==> config.mk <==
export PLATFORM = sky130hd
export DESIGN_NAME = pwa_word_arith
export DESIGN_NICKNAME = d
export VERILOG_FILES = /design/src/pwa_pkg.sv /design/src/pwa_divider.sv /design/src/pwa_edge_mem.sv /design/src/pwa_word_arith.sv
export SDC_FILE = /design/constraint.sdc
export NUM_CORES = 2
export LEC_CHECK = 0
export ABC_AREA = 0
export BUFFER_PORTS_ARGS = -buffer_cell sky130_fd_sc_hd__buf_2
export CAP_MARGIN = 20
export CELL_PAD_IN_SITES_DETAIL_PLACEMENT = 0
export CELL_PAD_IN_SITES_GLOBAL_PLACEMENT = 1
export CORE_ASPECT_RATIO = 0.8
export CORE_MARGIN = 2
export CORE_UTILIZATION = 30
export CTS_CLUSTER_DIAMETER = 100
export DETAILED_ROUTE_END_ITERATION = 7
export PLACE_DENSITY_LB_ADDON = 0.25
export SLEW_MARGIN = 0
export SYNTH_ARGS = -nofsm -noshare
export SYNTH_HDL_FRONTEND = slang
export SYNTH_SLANG_ARGS = --single-unit
==> constraint.sdc <==
create_clock -name clk_sys_i -period 14.2 [get_ports clk_sys_i]
set_input_delay 2.84 -clock clk_sys_i [delete_from_list [all_inputs] [get_ports clk_sys_i]]
set_output_delay 2.84 -clock clk_sys_i [all_outputs]
set_load 0.03 [all_outputs]
==> src/pwa_pkg.sv <==
// Package for the word arithmetic unit: opcodes, command and result carriers, constants.
// Assumes a single scan clock and a sequencer that issues one command at a time.
package pwa_pkg;

  localparam int unsigned WORD_W       = 16;
  localparam int unsigned DWORD_W      = 32;
  localparam int unsigned QWORD_W      = 64;
  localparam int unsigned ADDR_W       = 16;
  localparam int unsigned DIGITS_W     = 4;
  localparam int unsigned NIBBLE_W     = 4;
  localparam logic [3:0]  DIGITS_MIN   = 4'h1;
  localparam logic [3:0]  DIGITS_MAX   = 4'h8;
  localparam logic [15:0] FAULT_DIV0   = 16'h1A32; // Decimal 6706
  localparam logic [15:0] FAULT_NONE   = 16'h0000;
  localparam logic [15:0] FAULT_DIGITS = 16'h1A33; // Bad digit count
  localparam logic [2:0]  WORDS_ONE    = 3'h1;
  localparam logic [2:0]  WORDS_TWO    = 3'h2;
  localparam logic [2:0]  WORDS_FOUR   = 3'h4;
  localparam logic [1:0]  IDX_ONE      = 2'h1;
  localparam logic [1:0]  IDX_LAST     = 2'h3;

  typedef enum logic [2:0] {
    PWA_OP_PRODUCT = 3'h0,
    PWA_OP_QUOTIENT = 3'h1,
    PWA_OP_PLUS_ONE = 3'h2,
    PWA_OP_MINUS_ONE = 3'h3,
    PWA_OP_AND = 3'h4,
    PWA_OP_OR = 3'h5
  } pwa_op_type;

  // One command from the scan sequencer
  typedef struct packed {
    pwa_op_type          op;
    logic                wide;      // 1: 32-bit operands
    logic                pulse;     // 1: act on rising edge of cond only
    logic                cond;      // Rung condition this scan
    logic                dst_bits;  // 1: destination is a bit group
    logic [3:0]          digits;    // Bit group width in groups of four
    logic [ADDR_W-1:0]   dst_addr;  // First destination word
    logic [ADDR_W-1:0]   slot;      // Instruction slot for edge memory
    logic [DWORD_W-1:0]  src_a;
    logic [DWORD_W-1:0]  src_b;     // Destination value for plus/minus one
  } pwa_cmd_type;

  // One destination word write to device memory
  typedef struct packed {
    logic                valid;
    logic [ADDR_W-1:0]   addr;
    logic [WORD_W-1:0]   data;
  } pwa_wr_type;

  // Fault report
  typedef struct packed {
    logic                flag;
    logic [WORD_W-1:0]   code;
  } pwa_fault_type;

endpackage

==> src/pwa_divider.sv <==
// Signed restoring divider, one quotient bit per cycle, truncating toward zero.
// Assumes start only while idle and a nonzero divisor (caller filters zero).
`timescale 1ns/1ps
module pwa_divider
  import pwa_pkg::*;
#(
  parameter int unsigned W = DWORD_W
) (
  input  wire logic         clk_sys_i,
  input  wire logic         rst_i,
  input  wire logic         start_i,
  input  wire logic [W-1:0] dividend_i,
  input  wire logic [W-1:0] divisor_i,
  output logic              done_o,
  output logic [W-1:0]      quot_o,
  output logic [W-1:0]      rem_o
);

  localparam int unsigned CW = $clog2(W + 1);

  logic [W-1:0]  q_q, q_d, r_q, r_d, d_q, d_d;
  logic [CW-1:0] cnt_q, cnt_d;
  logic          neg_q_q, neg_q_d, neg_r_q, neg_r_d;
  logic          busy_q, busy_d, done_d;
  logic [W-1:0]  quot_d, rem_d;
  logic [W:0]    trial;

  function automatic logic [W-1:0] abs_val(input logic [W-1:0] v);
    abs_val = v[W-1] ? (~v + 1'b1) : v;
  endfunction

  // Shift and subtract step
  always_comb begin
    q_d = q_q;
    r_d = r_q;
    d_d = d_q;
    cnt_d = cnt_q;
    neg_q_d = neg_q_q;
    neg_r_d = neg_r_q;
    busy_d = busy_q;
    done_d = 1'b0;
    quot_d = quot_o;
    rem_d = rem_o;
    trial = '0;
    if (start_i && !busy_q) begin
      q_d = abs_val(dividend_i);
      d_d = abs_val(divisor_i);
      r_d = '0;
      cnt_d = CW'(W);
      neg_q_d = dividend_i[W-1] ^ divisor_i[W-1];
      neg_r_d = dividend_i[W-1];
      busy_d = 1'b1;
    end else if (busy_q) begin
      trial = {r_q, q_q[W-1]} - {1'b0, d_q};
      if (!trial[W]) begin
        r_d = trial[W-1:0];
        q_d = {q_q[W-2:0], 1'b1};
      end else begin
        r_d = {r_q[W-2:0], q_q[W-1]};
        q_d = {q_q[W-2:0], 1'b0};
      end
      cnt_d = cnt_q - 1'b1;
      if (cnt_q == CW'(1)) begin
        busy_d = 1'b0;
        done_d = 1'b1;
        quot_d = neg_q_q ? (~q_d + 1'b1) : q_d;
        rem_d  = neg_r_q ? (~r_d + 1'b1) : r_d;
      end
    end
  end

  // State registers
  always_ff @(posedge clk_sys_i) begin
    if (rst_i) begin
      q_q <= '0;
      r_q <= '0;
      d_q <= '0;
      cnt_q <= '0;
      neg_q_q <= 1'b0;
      neg_r_q <= 1'b0;
      busy_q <= 1'b0;
      done_o <= 1'b0;
      quot_o <= '0;
      rem_o <= '0;
    end else begin
      q_q <= q_d;
      r_q <= r_d;
      d_q <= d_d;
      cnt_q <= cnt_d;
      neg_q_q <= neg_q_d;
      neg_r_q <= neg_r_d;
      busy_q <= busy_d;
      done_o <= done_d;
      quot_o <= quot_d;
      rem_o <= rem_d;
    end
  end

endmodule

==> src/pwa_edge_mem.sv <==
// Small memory of last-scan condition levels, one bit per instruction slot.
// Assumes one read and one write port on the scan clock; read data registered.
`timescale 1ns/1ps
module pwa_edge_mem
  import pwa_pkg::*;
#(
  parameter int unsigned DEPTH  = 256,
  parameter int unsigned AW     = 8
) (
  input  wire logic          clk_sys_i,
  input  wire logic          rst_i,
  input  wire logic [AW-1:0] rd_addr_i,
  output logic               rd_data_o,
  input  wire logic          wr_en_i,
  input  wire logic [AW-1:0] wr_addr_i,
  input  wire logic          wr_data_i
);

  logic [DEPTH-1:0] mem_q;
  logic [DEPTH-1:0] mem_d;
  logic             rd_d;

  // Next contents and read value
  always_comb begin
    mem_d = mem_q;
    if (wr_en_i) begin
      mem_d[wr_addr_i] = wr_data_i;
    end
    rd_d = mem_q[rd_addr_i];
  end

  // Storage, cleared so no false edge after reset
  always_ff @(posedge clk_sys_i) begin
    if (rst_i) begin
      mem_q     <= '0;
      rd_data_o <= 1'b0;
    end else begin
      mem_q     <= mem_d;
      rd_data_o <= rd_d;
    end
  end

endmodule

==> src/pwa_word_arith.sv <==
// Word arithmetic unit: multiply, divide, plus/minus one, AND, OR on 16/32-bit words.
// Assumes the scan sequencer holds cmd until done and drains one word write per cycle.
`timescale 1ns/1ps
module pwa_word_arith
  import pwa_pkg::*;
#(
  parameter int unsigned SLOTS   = 256,
  parameter int unsigned SLOT_AW = 8
) (
  input  wire logic         clk_sys_i,
  input  wire logic         rst_i,
  input  wire logic         cmd_valid_i,
  input  pwa_cmd_type       cmd_i,
  input  wire logic         fault_clear_i,
  output pwa_wr_type        wr_o,
  output pwa_fault_type     fault_o,
  output logic              busy_o,
  output logic              done_o
);

  // ---------------------------------------------------------------
  // State machine
  // ---------------------------------------------------------------
  typedef enum logic [2:0] {
    ST_IDLE  = 3'b000,
    ST_EDGE  = 3'b001,
    ST_EXEC  = 3'b011,
    ST_DIV   = 3'b010,
    ST_WRITE = 3'b110,
    ST_DONE  = 3'b111
  } pwa_state_type;

  pwa_state_type       state_q, state_d;
  logic [QWORD_W-1:0]  res_q, res_d;
  logic [2:0]          nwords_q, nwords_d;
  logic [1:0]          widx_q, widx_d;
  pwa_wr_type          wr_d;
  pwa_fault_type       fault_d;
  logic                done_d;
  logic                busy_d;
  logic                div_start;
  logic                div_done;
  logic [DWORD_W-1:0]  div_quot, div_rem;
  logic [DWORD_W-1:0]  div_a, div_b;
  logic                prev_cond;
  logic                edge_wr;
  logic                fault_set;
  logic [15:0]         fault_code_new;

  // ---------------------------------------------------------------
  // Helper functions
  // ---------------------------------------------------------------
  // Sign-extend the operand according to width
  // Sixteen-bit operands carry their sign into the upper half
  function automatic logic [DWORD_W-1:0] sext(input logic [DWORD_W-1:0] v,
                                              input logic wide);
    sext = wide ? v : {{WORD_W{v[WORD_W-1]}}, v[WORD_W-1:0]};
  endfunction

  // Keep only digit count times four low bits
  function automatic logic [DWORD_W-1:0] bit_mask(input logic [3:0] digits);
    logic [DWORD_W-1:0] m;
    m = '0;
    for (int i = 0; i < 8; i++) begin
      if (4'(i) < digits) begin
        m[i*NIBBLE_W +: NIBBLE_W] = 4'hF;
      end
    end
    bit_mask = m;
  endfunction

  // Number of destination words for a result of width w
  function automatic logic [2:0] words_for(input logic wide);
    words_for = wide ? WORDS_TWO : WORDS_ONE;
  endfunction

  // ---------------------------------------------------------------
  // Divider and edge memory
  // ---------------------------------------------------------------
  assign div_a = sext(cmd_i.src_a, cmd_i.wide);
  assign div_b = sext(cmd_i.src_b, cmd_i.wide);

  pwa_divider #(.W(DWORD_W)) u_div (
    .clk_sys_i  (clk_sys_i),
    .rst_i      (rst_i),
    .start_i    (div_start),
    .dividend_i (div_a),
    .divisor_i  (div_b),
    .done_o     (div_done),
    .quot_o     (div_quot),
    .rem_o      (div_rem)
  );

  pwa_edge_mem #(.DEPTH(SLOTS), .AW(SLOT_AW)) u_edge (
    .clk_sys_i (clk_sys_i),
    .rst_i     (rst_i),
    .rd_addr_i (cmd_i.slot[SLOT_AW-1:0]),
    .rd_data_o (prev_cond),
    .wr_en_i   (edge_wr),
    .wr_addr_i (cmd_i.slot[SLOT_AW-1:0]),
    .wr_data_i (cmd_i.cond)
  );

  // ---------------------------------------------------------------
  // Sequencing and result computation
  // ---------------------------------------------------------------
  always_comb begin
    logic [DWORD_W-1:0] a, b, r32;
    logic signed [QWORD_W-1:0] prod;
    logic fire;
    a = sext(cmd_i.src_a, cmd_i.wide);
    b = sext(cmd_i.src_b, cmd_i.wide);
    r32 = '0;
    prod = '0;
    fire = 1'b0;
    state_d = state_q;
    res_d = res_q;
    nwords_d = nwords_q;
    widx_d = widx_q;
    wr_d = '0;
    done_d = 1'b0;
    div_start = 1'b0;
    edge_wr = 1'b0;
    fault_set = 1'b0;
    fault_code_new = FAULT_NONE;
    case (state_q)
      ST_IDLE: begin
        // Hold off while done shows: the sequencer still presents
        // the finished command in the cycle in which it sees done_o
        if (cmd_valid_i && !done_o) begin
          state_d = ST_EDGE;
        end
      end
      ST_EDGE: begin
        // Registered last-scan level is valid now
        // One wait cycle so the slot read has settled
        state_d = ST_EXEC;
      end
      ST_EXEC: begin
        // Last-scan level written back every execution, fired or not
        edge_wr = 1'b1;
        fire = cmd_i.pulse ? (cmd_i.cond && !prev_cond) : cmd_i.cond;
        widx_d = '0;
        if (!fire) begin
          state_d = ST_DONE;
        end else if (cmd_i.dst_bits &&
                     (cmd_i.digits < DIGITS_MIN || cmd_i.digits > DIGITS_MAX)) begin
          fault_set = 1'b1;
          fault_code_new = FAULT_DIGITS;
          state_d = ST_DONE;
        end else begin
          state_d = ST_WRITE;
          nwords_d = words_for(cmd_i.wide);
          case (cmd_i.op)
            PWA_OP_PRODUCT: begin
              prod = $signed({{DWORD_W{a[DWORD_W-1]}}, a}) *
                     $signed({{DWORD_W{b[DWORD_W-1]}}, b});
              res_d = prod;
              if (cmd_i.dst_bits) begin
                res_d = {{DWORD_W{1'b0}}, prod[DWORD_W-1:0] & bit_mask(cmd_i.digits)};
                nwords_d = words_for(cmd_i.digits > DIGITS_MAX/2);
              end else begin
                nwords_d = cmd_i.wide ? WORDS_FOUR : WORDS_TWO;
              end
            end
            PWA_OP_QUOTIENT: begin
              if (b == '0) begin
                fault_set = 1'b1;
                fault_code_new = FAULT_DIV0;
                state_d = ST_DONE;
              end else begin
                div_start = 1'b1;
                state_d = ST_DIV;
              end
            end
            PWA_OP_PLUS_ONE: begin
              r32 = b + 32'h0000_0001;
              res_d = {{DWORD_W{1'b0}}, r32};
            end
            PWA_OP_MINUS_ONE: begin
              r32 = b - 32'h0000_0001;
              res_d = {{DWORD_W{1'b0}}, r32};
            end
            PWA_OP_AND: begin
              res_d = {{DWORD_W{1'b0}}, a & b};
            end
            PWA_OP_OR: begin
              res_d = {{DWORD_W{1'b0}}, a | b};
            end
            default: begin
              state_d = ST_DONE;
            end
          endcase
          if (cmd_i.dst_bits && cmd_i.op != PWA_OP_PRODUCT) begin
            res_d = res_d & {{DWORD_W{1'b0}}, bit_mask(cmd_i.digits)};
          end
        end
      end
      ST_DIV: begin
        // Divider outputs are taken on its done pulse
        if (div_done) begin
          state_d = ST_WRITE;
          if (cmd_i.dst_bits) begin
            // Quotient only, no remainder
            res_d = {{DWORD_W{1'b0}}, div_quot & bit_mask(cmd_i.digits)};
            nwords_d = words_for(cmd_i.digits > DIGITS_MAX/2);
          end else if (cmd_i.wide) begin
            res_d = {div_rem, div_quot};
            nwords_d = WORDS_FOUR;
          end else begin
            res_d = {{DWORD_W{1'b0}}, div_rem[WORD_W-1:0], div_quot[WORD_W-1:0]};
            nwords_d = WORDS_TWO;
          end
        end
      end
      ST_WRITE: begin
        // Lowest word first, consecutive addresses
        // Index stops at four words, the longest result there is
        wr_d.valid = 1'b1;
        wr_d.addr = cmd_i.dst_addr + {{(ADDR_W-2){1'b0}}, widx_q};
        wr_d.data = res_q[widx_q*WORD_W +: WORD_W];
        widx_d = widx_q + IDX_ONE;
        if ({1'b0, widx_q} == nwords_q - WORDS_ONE || widx_q == IDX_LAST) begin
          state_d = ST_DONE;
        end
      end
      ST_DONE: begin
        done_d = 1'b1;
        state_d = ST_IDLE;
      end
      default: begin
        state_d = ST_IDLE;
      end
    endcase
    // Flag set wins over clear
    // A clear in the cycle of a new fault loses, so no error is missed
    fault_d = fault_o;
    if (fault_clear_i) begin
      fault_d.flag = 1'b0;
    end
    if (fault_set) begin
      fault_d.flag = 1'b1;
      fault_d.code = fault_code_new;
    end
    // Busy follows the next state, so it drops with the done pulse
    busy_d = (state_d != ST_IDLE);
  end

  // ---------------------------------------------------------------
  // Registers
  // ---------------------------------------------------------------
  // Outputs leave straight from these flip-flops, never from logic
  // fed by the command carrier, so the far side sees no glitch
  always_ff @(posedge clk_sys_i) begin
    if (rst_i) begin
      state_q  <= ST_IDLE;
      res_q    <= '0;
      nwords_q <= '0;
      widx_q   <= '0;
      wr_o     <= '0;
      fault_o  <= '0;
      done_o   <= 1'b0;
      busy_o   <= 1'b0;
    end else begin
      state_q  <= state_d;
      res_q    <= res_d;
      nwords_q <= nwords_d;
      widx_q   <= widx_d;
      wr_o     <= wr_d;
      fault_o  <= fault_d;
      done_o   <= done_d;
      busy_o   <= busy_d;
    end
  end

endmodule

==> flow_metrics.env <==
export IMPL_h_tree_depth=2
export IMPL_ys_warn_count=0
export IMPL_synth_edff_count=0
export IMPL_finalHoldWorstSlack_ps=459
export IMPL_ant_nets=0
export IMPL_num_rows=155
export IMPL_rsz0062_at_grt="no"
export IMPL_fill_cells=23400
export IMPL_cts_made_buffers=55
export IMPL_multi_input_area_um2=50900
export IMPL_ys_seq_elements=537
export IMPL_cp_common_cell="fa_1"
export IMPL_status="complete, no violations"
export IMPL_crit_path_end_kind="flip-flop"
export IMPL_first_pass_iters=6
export IMPL_crit_start="cmd_i[103]"
export IMPL_critPathMaxStageDelay_ps=820
export IMPL_start_kind="primary input"
export IMPL_path_buf_inv=6
export IMPL_yosysSeqAreaShare_pct=15.9
export IMPL_io_pins=163
export IMPL_cts_setup_buffers=0
export IMPL_globalplace_congestion=0.923
export IMPL_die_y_um=428
export IMPL_yosys_area_share_adder_pct=37.0
export IMPL_slew_violations=0
export IMPL_async_flop_share_pct=0
export IMPL_path_depth=28
export IMPL_tightest_slew_ps=1190
export IMPL_period_share_pct=88.2
export IMPL_synth_simple_area_share_pct=17.5
export IMPL_cts_tree="built"
export IMPL_grt_use_total_pct=23.3
export IMPL_hold_path_class="reg -> reg"
export IMPL_synth_top_area_cell="fa_1"
export IMPL_grt_pass1_wl_mm=397
export IMPL_clkSinkCount=537
export IMPL_cp_required_ps=14770
export IMPL_vias_per_cell=5.27
export IMPL_r2r_cells=19
export IMPL_fin_nets=9199
export IMPL_routed_wirelength_mm=267
export IMPL_layout_drive_gt1_share_pct=8.38
export IMPL_globalRoute_totalOverflow=0
export IMPL_synth_compound_area_share_pct=13.4
export IMPL_fin_setup_tns_ps=0
export IMPL_whs_path_depth=2
export IMPL_fp_dieW_um=534
export IMPL_fin_worst_skew_ps=37.5
export IMPL_syn_inst=7883
export IMPL_utilization_pct=33.0
export IMPL_clock_path_buffers=3
export IMPL_timing_fmax_mhz=79.8
export IMPL_hpwl_mm=206
export IMPL_vias=56800
export IMPL_clockRootBuffer="clkbuf_16"
export IMPL_cp_slowest_cell="clkinv_1"
export IMPL_drt_iter0_markers=5379
export IMPL_synth_top_area_share_pct=32.2
export IMPL_r2r_start="u_div.q_q[31]$_SDFFE_PP0P_"
export IMPL_die_area_um2=229000
export IMPL_antenna_found_initial=23
export IMPL_synth_xor_area_share_pct=3.05
export IMPL_ctsResizeCount=0
export IMPL_wl_per_cell_um=24.8
export IMPL_synthTopCellsByArea="fa_1, dfxtp_1, inv_1"
export IMPL_worstPathArrival_ps=13100
export IMPL_grt_pass1_vias=57800
export IMPL_syn2layout_area_growth_pct=9.21
export IMPL_crit_fanout=31
export IMPL_drc_errors=0
export IMPL_ctsHoldBuffers=0
export IMPL_muxShareOfSynthArea_pct=4.01
export IMPL_dominantRegCellSynth="dfxtp_1"
export IMPL_synthTopCellsByCount="fa_1, inv_1, nand2_1"
export IMPL_core_area_um2=223000
export IMPL_critical_path_class="in -> reg"
export IMPL_netlist_area_um2=67500
export IMPL_slew_headroom_pct=20.2
export IMPL_ff_latch_area_um2=10800
export IMPL_drv_cap=0
export IMPL_fin_crit_ps=12530
export IMPL_syn_area_per_cell_um2=8.56
export IMPL_hold_viol=0
export IMPL_clock_latency_ps=680
export IMPL_port_buffers=145
export IMPL_start_util_pct=30.2
export IMPL_critical_path_top_delay_family="adder cells"
export IMPL_grt_max_degree=159
export IMPL_synth_cell_types=102
export IMPL_synth_top_family_by_area="adder cells"
export IMPL_hp_start="u_div.d_q[22]$_SDFFE_PP0P_"
export IMPL_synth_most_common_cell="fa_1"
export IMPL_cts_clk_slew_worst_paths_ps=70
export IMPL_setup_violations=0
-- cells by family (layout without fill, tap and decap cells) --
kind of cell / Yosys count / count (layout)
flip-flops: 537 / 537
buffers and inverters: 1597 / 1495
AO/OA/AOI/OAI: 1512 / 1512
multiplexers: 144 / 144
XOR/XNOR: 235 / 235
adder cells (fa/ha/maj): 1346 / 1346
AND/OR/NAND/NOR: 2511 / 2511
other: 1 / 15
-- placed cells by master (no fill, tap or decap), types with 55 or more instances in the layout --
cell type	instances
fa_1	1085
inv_1	1028
nand2_1	798
nor2_1	632
a21oi_1	567
dfxtp_1	536
o21ai_0	401
nand3_1	328
ha_1	259
and2_1	217
nor2b_1	214
buf_4	199
buf_2	140
xnor2_1	136
a211oi_1	113
mux4_2	100
xor2_1	99
nor3_1	94
a21o_1	75
clkbuf_16	55
-- worst reg2reg max path, delay by kind of cell (launching register included) --
family,cells,cell delay (ps)
buffers and inverters,3,780
and+or+nand+nor,8,2480
adders and majority gates,3,920
AOI/OAI and AO/OA,4,840
DFF,1,380
muxes,1,380
-- metrics by stage --
step	instances	area (um2)	setup WS (ps)
after floorplan	7891	67500	2130
after global routing	10800	73700	1240
final	10800	73700	1670
after detailed placement	10700	71600	1220
after global placement	10700	71500	1220
after CTS	10800	73500	1850
-- area by class of cell --
cell class | count | share of cell area [%]
clock inverter | 27 | 0.486
clock buffer | 75 | 2.13
tap | 2983 | 5.07
sequential | 537 | 14.6
multi-input combinational | 5757 | 69.1
inverter | 1040 | 5.30
timing repair buffer | 353 | 3.34
antenna | 6 | 0.0204
-- path summary, 6_finish.rpt --
path	to	slack, ps
worst max-delay path	res_q[60]$_SDFFE_PP0P_	1670
worst min-delay path	u_div.d_q[22]$_SDFFE_PP0P_	460
worst max register to register	u_div.rem_o[28]$_SDFFE_PP0P_	8340
worst min register to register	u_div.d_q[22]$_SDFFE_PP0P_	460
-- state kept, by name, summed over array words and instances (netlist names) --
name and count:
busy_o 1, done_o 1, fault_o 3, nwords_q 3, res_q 64, state_q 3
u_div.busy_q 1, u_div.cnt_q 6, u_div.d_q 32, u_div.done_o 1, u_div.neg_q_q 1, u_div.neg_r_q 1
u_div.q_q 32, u_div.quot_o 32, u_div.r_q 32, u_div.rem_o 32, u_edge.mem_q 256, u_edge.rd_data_o 1
widx_q 2, wr_o 33
-- routing by layer --
layer | vias up | track usage [%] | routed length [um]
met5 | - | 0 | 47
met4 | 6 | 5.78 | 6880
met3 | 280 | 4.34 | 21300
met2 | 2075 | 34.2 | 113000
met1 | 29200 | 34.8 | 126000
li1 | 25200 | - | -
Power is not shown: default switching activity piles up to over one toggle a cycle in this logic, so the estimate is an artifact.
